===== src/cci_pkg.sv =====
// shared constants and types for the call/clear/inc/dec execution block
package cci_pkg;
  localparam int CCI_PC_W = 11;
  localparam int CCI_DATA_W = 8;
  localparam int CCI_FADDR_W = 5;
  localparam int CCI_PAGE_LO = 5;
  localparam int CCI_PAGE_HI = 6;
  localparam int CCI_CALL_CYCLES = 2;
  localparam logic [7:0] CCI_ZERO_BYTE = 8'h00;
  localparam logic [7:0] CCI_W_RESET = 8'h00;
  localparam logic [7:0] CCI_WDT_RESET = 8'h00;
  localparam logic [7:0] CCI_STATUS_RESET = 8'h18;
  localparam logic [10:0] CCI_PC_RESET = 11'h000;
  localparam int CCI_ZERO_BIT = 2;
  localparam int CCI_PD_BIT = 3;
  localparam int CCI_TO_BIT = 4;

  typedef enum logic [2:0] {
    CCI_NONE = 3'h0,
    CCI_CALL = 3'h1,
    CCI_ZERO_ACC = 3'h2,
    CCI_WDT_KICK = 3'h3,
    CCI_ZERO_FILE = 3'h4,
    CCI_INVERT = 3'h5,
    CCI_MINUS_ONE = 3'h6,
    CCI_PLUS_ONE = 3'h7
  } cci_op_e;

  typedef struct packed {
    cci_op_e op;
    logic [4:0] faddr;
    logic dest_file;
    logic [7:0] literal;
  } cci_instr_s;

  typedef struct packed {
    logic we;
    logic [4:0] addr;
    logic [7:0] data;
  } cci_fwrite_s;
endpackage


===== src/cci_alu.sv =====
// byte unit for clear, invert, plus one and minus one
`timescale 1ns/100ps
`default_nettype none
module cci_alu (
  // operation
  input wire cci_pkg::cci_op_e op,
  input wire logic [7:0] operand,
  // result
  output logic [7:0] result,
  output logic is_zero
);
  import cci_pkg::*;

  always_comb begin
    case (op)
      CCI_ZERO_ACC, CCI_ZERO_FILE: result = CCI_ZERO_BYTE;
      CCI_INVERT: result = ~operand;
      CCI_MINUS_ONE: result = operand - 8'h01;
      CCI_PLUS_ONE: result = operand + 8'h01;
      default: result = operand;
    endcase
  end

  assign is_zero = (result == CCI_ZERO_BYTE);
endmodule
`default_nettype wire


===== src/cci_exec.sv =====
// execution stage for call, clears, watchdog kick, invert, inc and dec
//
// Overview of operation
// - A call pushes the program counter plus one onto the return stack.
// - A call loads its 8-bit literal into program counter bits 7..0.
// - A call copies status bits 6..5 to pc bits 10..9 and clears pc bit 8.
// - A call takes two instruction cycles and changes no status flag.
// - Zeroing the accumulator writes 00h to it and sets the zero flag.
// - A watchdog kick zeroes the watchdog and sets the timeout and power-down flags.
// - A watchdog kick clears the prescaler only while it serves the dog.
// - Zeroing a file register writes 00h there and sets the zero flag.
// - Invert complements the file register into the destination, Z only.
// - Minus one decrements the file register into the destination, Z only.
// - Plus one increments the file register into the destination, Z only.
// - Destination bit 0 selects the accumulator, 1 the file register.
`timescale 1ns/100ps
`default_nettype none
module cci_exec #(
  parameter int PC_W = 11
) (
  // clock and reset
  input wire logic REF_CLK,
  input wire logic RESET,
  // instruction in
  input wire logic INSTR_VALID,
  input wire cci_pkg::cci_instr_s INSTR,
  output logic INSTR_READY,
  // file register read port
  output logic [4:0] FILE_RD_ADDR,
  input wire logic [7:0] FILE_RD_DATA,
  // file register write
  output cci_pkg::cci_fwrite_s FILE_WR,
  // return stack push
  output logic STACK_PUSH,
  output logic [PC_W-1:0] STACK_DATA,
  // prescaler
  input wire logic PRESCALER_TO_WDT,
  output logic PRESCALER_CLEAR,
  // core state
  output logic [PC_W-1:0] PC,
  output logic [7:0] W_REG,
  output logic [7:0] STATUS,
  output logic [7:0] WATCHDOG_COUNTER,
  output logic CALL_BUSY
);
  import cci_pkg::*;

  typedef enum logic [1:0] {
    CCI_ST_RUN = 2'b01,
    CCI_ST_CALL2 = 2'b10
  } cci_state_e;

  cci_state_e state;
  cci_state_e next_state;
  logic [7:0] alu_result;
  logic alu_zero;
  logic take;
  logic call_taken;
  logic zero_acc_taken;
  logic kick_taken;
  logic zero_file_taken;
  logic file_op_taken;
  logic [PC_W-1:0] next_pc;

  assign take = INSTR_VALID && (state == CCI_ST_RUN);
  assign INSTR_READY = (state == CCI_ST_RUN);
  assign CALL_BUSY = (state == CCI_ST_CALL2);
  assign FILE_RD_ADDR = INSTR.faddr;

  // one decode of the taken op for every block but status, which cases on INSTR.op under take;
  // an op offered while a call holds intake decodes as nothing
  always_comb begin
    call_taken = 1'b0;
    zero_acc_taken = 1'b0;
    kick_taken = 1'b0;
    zero_file_taken = 1'b0;
    file_op_taken = 1'b0;
    if (take) begin
      case (INSTR.op)
        CCI_CALL: call_taken = 1'b1;
        CCI_ZERO_ACC: zero_acc_taken = 1'b1;
        CCI_WDT_KICK: kick_taken = 1'b1;
        CCI_ZERO_FILE: zero_file_taken = 1'b1;
        CCI_INVERT, CCI_MINUS_ONE, CCI_PLUS_ONE: file_op_taken = 1'b1;
        default: ;
      endcase
    end
  end

  cci_alu u_alu (
    .op(INSTR.op),
    .operand(FILE_RD_DATA),
    .result(alu_result),
    .is_zero(alu_zero)
  );

  // second call cycle stalls intake so the fetched word is not executed
  always_comb begin
    next_state = state;
    case (state)
      CCI_ST_RUN: begin
        if (call_taken) begin
          next_state = CCI_ST_CALL2;
        end
      end
      CCI_ST_CALL2: next_state = CCI_ST_RUN;
      default: next_state = CCI_ST_RUN;
    endcase
  end

  always_ff @(posedge REF_CLK or posedge RESET) begin
    if (RESET) begin
      state <= CCI_ST_RUN;
    end else begin
      state <= next_state;
    end
  end

  // page bits come from status, bit 8 forced low
  always_comb begin
    next_pc = PC + PC_W'(1);
    if (call_taken) begin
      // no writer of the page bits here; status decides the landing page
      next_pc = PC_W'({STATUS[CCI_PAGE_HI:CCI_PAGE_LO], 1'b0,
                       INSTR.literal});
    end else if (state == CCI_ST_CALL2) begin
      next_pc = PC;
    end
  end

  always_ff @(posedge REF_CLK or posedge RESET) begin
    if (RESET) begin
      PC <= CCI_PC_RESET;
    end else if (take || state == CCI_ST_CALL2) begin
      PC <= next_pc;
    end
  end

  // push is registered from the call's pc; STACK_PUSH shows the cycle after the call, as pc reloads
  always_ff @(posedge REF_CLK or posedge RESET) begin
    if (RESET) begin
      STACK_PUSH <= 1'b0;
      STACK_DATA <= CCI_PC_RESET;
    end else begin
      STACK_PUSH <= call_taken;
      if (call_taken) begin
        STACK_DATA <= PC + PC_W'(1);
      end
    end
  end

  // accumulator
  always_ff @(posedge REF_CLK or posedge RESET) begin
    if (RESET) begin
      W_REG <= CCI_W_RESET;
    end else if (zero_acc_taken) begin
      W_REG <= CCI_ZERO_BYTE;
    end else if (file_op_taken && !INSTR.dest_file) begin
      // file result lands in the accumulator only for destination 0
      W_REG <= alu_result;
    end
  end

  // file register write
  always_ff @(posedge REF_CLK or posedge RESET) begin
    if (RESET) begin
      FILE_WR <= '0;
    end else begin
      // addr and data follow every cycle; only we qualifies them
      FILE_WR.we <= zero_file_taken ||
                    (file_op_taken && INSTR.dest_file);
      FILE_WR.addr <= INSTR.faddr;
      FILE_WR.data <= alu_result;
    end
  end

  // status flags; call leaves all flags alone
  always_ff @(posedge REF_CLK or posedge RESET) begin
    if (RESET) begin
      STATUS <= CCI_STATUS_RESET;
    end else if (take) begin
      case (INSTR.op)
        CCI_ZERO_ACC, CCI_ZERO_FILE: begin
          STATUS[CCI_ZERO_BIT] <= 1'b1;
        end
        CCI_INVERT, CCI_MINUS_ONE, CCI_PLUS_ONE: begin
          STATUS[CCI_ZERO_BIT] <= alu_zero;
        end
        CCI_WDT_KICK: begin
          STATUS[CCI_TO_BIT] <= 1'b1;
          STATUS[CCI_PD_BIT] <= 1'b1;
        end
        default: STATUS <= STATUS;
      endcase
    end
  end

  // free count stands in for the watchdog time base so a kick shows;
  // the real counter and its overflow live in the watchdog block
  always_ff @(posedge REF_CLK or posedge RESET) begin
    if (RESET) begin
      WATCHDOG_COUNTER <= CCI_WDT_RESET;
    end else if (kick_taken) begin
      WATCHDOG_COUNTER <= CCI_WDT_RESET;
    end else begin
      WATCHDOG_COUNTER <= WATCHDOG_COUNTER + 8'h01;
    end
  end

  // prescaler is shared with the first timer, so a kick clears it only
  // while it is assigned to the watchdog
  always_ff @(posedge REF_CLK or posedge RESET) begin
    if (RESET) begin
      PRESCALER_CLEAR <= 1'b0;
    end else begin
      PRESCALER_CLEAR <= kick_taken && PRESCALER_TO_WDT;
    end
  end
endmodule
`default_nettype wire


===== config.mk =====
export PLATFORM = sky130hd
export DESIGN_NAME = cci_exec
export DESIGN_NICKNAME = d
export VERILOG_FILES = /design/src/cci_pkg.sv /design/src/cci_alu.sv /design/src/cci_exec.sv
export SDC_FILE = /design/constraint.sdc
export NUM_CORES = 1
export LEC_CHECK = 0
export BUFFER_PORTS_ARGS = -buffer_cell sky130_fd_sc_hd__buf_2
export CAP_MARGIN = 10
export CORE_MARGIN = 4
export CORE_UTILIZATION = 55
export DETAILED_ROUTE_END_ITERATION = 7
export GPL_ROUTABILITY_DRIVEN = 0
export PLACE_DENSITY = 0.85
export SYNTH_ARGS = -nofsm -noshare
export SYNTH_HDL_FRONTEND = slang
export SYNTH_HIERARCHICAL = 1
export SYNTH_SLANG_ARGS = --single-unit

===== constraint.sdc =====
create_clock -name REF_CLK -period 3.5 [get_ports REF_CLK]
set_input_delay 0.175 -clock REF_CLK [delete_from_list [all_inputs] [get_ports REF_CLK]]
set_output_delay 0.175 -clock REF_CLK [all_outputs]
set_load 0.02 [all_outputs]

==> run_results.csv <==
group,metric,value,unit
placement,placement.io_buffers,90,
setup_path,r2r.worst_path.cells,4,
floorplanning,fp.coreArea,5238,µm²
global_routing,grt_first_pass_wirelength,11.32,mm
sta,drv_slew,0,
setup_path,crit_path_end_kind,"flip-flop",
hold_path,timing.hold.worst.class,"primary input to flip-flop",
clock_tree,cts_resized,0,
sta,grt_setup_unrepaired,"false",
setup_path,critical_path.top_delay_family,"simple AND/OR/NAND/NOR gates",
synthesis,synth_edf_count,0,
routing,met2WireLength,3.462,mm
synthesis,ys_types,55,
setup_path,critical_path.max_fanout,20,
clock_tree,cts.path.max_buffers,2,
floorplanning,design.portCount,98,
clock_tree,htreeDepth,3,
sta,fin_crit,2.520,ns
routing,drt_wl_total,7.114,mm
setup_path,crit_path_top_delay_cell,"sky130_fd_sc_hd__fa_1",
routing,drt_pre_antenna_iters,4,
layout,finish.cell_count_without_fillers,479,
sta,setup_slack,0.9802,ns
global_routing,number_of_antenna_violations_at_the_first_check_in_global_routing,0,
sta,max_clock_freq,396.9,MHz
layout,final.fill_count,424,
placement,detailedPlacementHpwl,5.234,mm
clock_tree,cts_tree,"yes",
sta,final_hold_viol_count,0,
clock_tree,clock-root-buffer,"sky130_fd_sc_hd__clkbuf_8",
synthesis,post_synth_instance_area,3062,µm²
setup_path,critical-path-max-stage-delay,0.38,ns
layout,layout-drive-gt1-share,30.32,%
synthesis,synth.cells.most_frequent,"sky130_fd_sc_hd__dfrtp_1, sky130_fd_sc_hd__nand2_1, sky130_fd_sc_hd__nor2_1",
floorplanning,dieHeight,82.61,µm
run_status,outcome,"finished clean",
synthesis,synth.ff_latch_count,57,
sta,worstMarginPinSlew,1.066,ns
floorplanning,dieArea,6824,µm²
floorplanning,chipWidth,82.61,µm
sta,maxSlewHeadroom,28.83,%
synthesis,yosysWarningCount,6,
routing,dr.first_iter.drc_count,227,
setup_path,worst-endpoint-arrival,2.75,ns
global_routing,grt_use_total,22.13,%
pwr,pwr_density_cell,650.9,nW/µm²
routing,route.detailed.wl_per_inst,14.85,µm
floorplanning,rows,26,
routing,route.layer.met1.wl,3.006,mm
flow_run,timing.max_cap.violations,0,
global_routing,total_congestion_overflow,0,
layout,nNetsFinal,442,
setup_path,required,3.73,ns
layout,syn2layout_area_growth,21.01,%
clock_tree,clk_sink_count,57,
setup_path,cp_num_buf_inv,2,
global_routing,grt_pass1_vias,2480,
routing,route.vias.total,2590,
setup_path,cpMostUsedCell,"sky130_fd_sc_hd__o21ai_0",
synthesis,synth_largest_type_area_fraction,45.77,%
clock_tree,cts.repair_timing.setup_buffer_count,0,
sta,setup_total_negative_slack,0,ns
synthesis,synth_area_leader_cell,"sky130_fd_sc_hd__dfrtp_1",
setup_path,timing.setup.critical_path_class,"primary input to flip-flop",
synthesis,synth_flop_cell,"sky130_fd_sc_hd__dfrtp_1",
global_routing,largest_net_degree_at_the_start_of_global_routing,54,
synthesis,syn-mean-instance-area,9.751,µm²
sta,setup_viol_count_final,0,
routing,detail_route.drc_violations,0,
synthesis,yosys.cell_count.top_type,"sky130_fd_sc_hd__dfrtp_1",
routing,routed.top_layer,"met4",
placement,dp_cells,458,
routing,avgViaCountPerCell,5.407,
clock_tree,clk_transition_reported_paths,0.07,ns
synthesis,ys_seq_area_share,46.63,%
sta,timing.clock.skew,0.006656,ns
hold_path,min_delay_path_depth,2,
pwr,worst_ir_drop_vdd,436.8,µV
clock_tree,worstSkewPairLatency,0.33,ns
setup_path,critical_path_stages,13,
floorplanning,initial_standard_cell_utilization_of_the_core,58.46,%
setup_path,timing.critical_path.from_type,"primary input",
synthesis,syn_inst,314,
routing,antenna_violating_nets_post_route,0,
routing,met3WireLength,531,µm
pwr,leakagePower,1.794,nW
synthesis,postSynth.asyncResetShare,100.0,%
placement,dpl_worst_slack,0.6419,ns
clock_tree,cts_buffers,9,
sta,timing.final.crit_share,71.99,%
setup_path,cp_cell_sequence,"buf_2 -> and2_1 -> nand2_1 -> inv_1 -> fa_1 -> nand2b_1 -> o2bb2ai_1 -> o21ai_0 -> xnor2_1 -> o21ai_0 -> nor4_2 -> a21oi_1 -> o21ai_0",
synthesis,post_synth_main_area_contributors,"sky130_fd_sc_hd__dfrtp_1, sky130_fd_sc_hd__nand2_1, sky130_fd_sc_hd__nor2_1, sky130_fd_sc_hd__buf_4, sky130_fd_sc_hd__ha_1",
layout,diodes,0,
==> cell usage in the layout (no fill, tap or decap), types with 3 or more instances in the layout <==
cell type                       count
sky130_fd_sc_hd__a21oi_1           16
sky130_fd_sc_hd__a2bb2oi_1          3
sky130_fd_sc_hd__clkbuf_1           3
sky130_fd_sc_hd__or3_1              4
sky130_fd_sc_hd__nand2_1           38
sky130_fd_sc_hd__o21ai_0           13
sky130_fd_sc_hd__nand3_1            4
sky130_fd_sc_hd__buf_2             90
sky130_fd_sc_hd__nor2_1            31
sky130_fd_sc_hd__xnor2_1           10
sky130_fd_sc_hd__o21ai_1           12
sky130_fd_sc_hd__and2_1             3
sky130_fd_sc_hd__clkbuf_8          10
sky130_fd_sc_hd__ha_1               8
sky130_fd_sc_hd__o22ai_1            3
sky130_fd_sc_hd__dlygate4sd3_1      5
sky130_fd_sc_hd__dfrtp_1           56
sky130_fd_sc_hd__and3_1             3
sky130_fd_sc_hd__nand4_1            6
sky130_fd_sc_hd__mux2_2             3
sky130_fd_sc_hd__conb_1             7
sky130_fd_sc_hd__xor2_1             9
sky130_fd_sc_hd__nor3_1             4
sky130_fd_sc_hd__mux2i_1            9
sky130_fd_sc_hd__nor2b_1            6
sky130_fd_sc_hd__inv_1              7
sky130_fd_sc_hd__nand2b_1           4
==> flip-flops by register name, summed over array words and instances, names as in the netlist <==
name and count:
PC 11, WATCHDOG_COUNTER 8, state 2, STACK_DATA 11, STATUS 1, W_REG 8, PRESCALER_CLEAR 1, STACK_PUSH 1
FILE_WR 14
==> kinds of logic (layout without fill, tap and decap cells) <==
kind of cell               Yosys count  in the layout  synth area share, %
AOI/OAI and AO/OA                   64             64                13.40
xor gates and xnor gates            19             19                5.435
adders and majority gates            9              9                3.923
other                                2              7               0.2453
DFF                                 57             57                46.63
muxes                               12             12                4.046
buffers and inverters               31            121                6.334
and+or+nand+nor                    120            120                19.98
==> power by group <==
| group | switching (mW) | leakage [nW] | internal, mW | total, mW |
|---|---|---|---|---|
| sequential | 0.167 | 0.711 | 0.823 | 0.990 |
| clock | 0.244 | 0.0974 | 0.347 | 0.591 |
| combinational | 0.518 | 0.985 | 0.312 | 0.831 |
| total | 0.930 | 1.79 | 1.48 | 2.41 |
==> metrics by stage <==
step	utilization [%]	hold slack [ns]	instance area [µm²]	total power, mW
final	70.74	0.05864	3705	2.412
after global routing	70.74	0.03394	3705	2.567
after CTS	70.74	0.04716	3705	2.430
after detailed placement	66.17	0.2952	3466	1.829
after global placement	66.17	0.2917	3466	1.802
after floorplan	-	0.2064	3080	1.552
==> worst reg2reg max path, cell delays in order (launching register included) <==
cell and delay (ns):
sky130_fd_sc_hd__dfstp_2 0.56, sky130_fd_sc_hd__and3b_1 0.43, sky130_fd_sc_hd__nand2_1 0.14, sky130_fd_sc_hd__nor3_1 0.76
sky130_fd_sc_hd__nor2_1 0.12
==> final timing paths <==
check | start | to | slack (ns)
max | INSTR[16] | STATUS[2]$_DFFE_PP0P_ | 0.98
min | PRESCALER_TO_WDT | PRESCALER_CLEAR$_DFF_PP0_ | 0.06
max reg2reg | state[0]$_DFFE_PP1P_ | W_REG[1]$_DFFE_PP0P_ | 1.32
min reg2reg | STACK_DATA[4]$_DFFE_PP0P_ | STACK_DATA[4]$_DFFE_PP0P_ | 0.47
max in group asynchronous | RESET | PC[0]$_DFFE_PP0P_ | 2.69
min in group asynchronous | RESET | PRESCALER_CLEAR$_DFF_PP0_ | 0.11
==> what timing repair did <==
item / CTS / global route
setup endpoints to repair: 0 / 0
hold buffers: 5 / 0
hold endpoints to repair: 5 / 0
==> per-layer routing <==
metal | GRT usage, % | vias up
met4 | 8.333 | 0
met2 | 35.34 | 101
li1 | - | 1259
met1 | 27.77 | 1218
met5 | 0 | -
met3 | 7.592 | 12
==> layout make-up <==
| cell class | instances | area, µm² | area share, % |
|---|---|---|---|
| Tap cell | 70 | 87.58 | 2.364 |
| Clock inverter | 3 | 40.04 | 1.081 |
| Multi-Input combinational cell | 231 | 1459 | 39.38 |
| Clock buffer | 13 | 148.9 | 4.019 |
| Timing Repair Buffer | 96 | 508.0 | 13.71 |
| Inverter | 9 | 33.78 | 0.9119 |
| Sequential cell | 57 | 1428 | 38.53 |
Note: power is estimated with default switching activity, not from simulation.
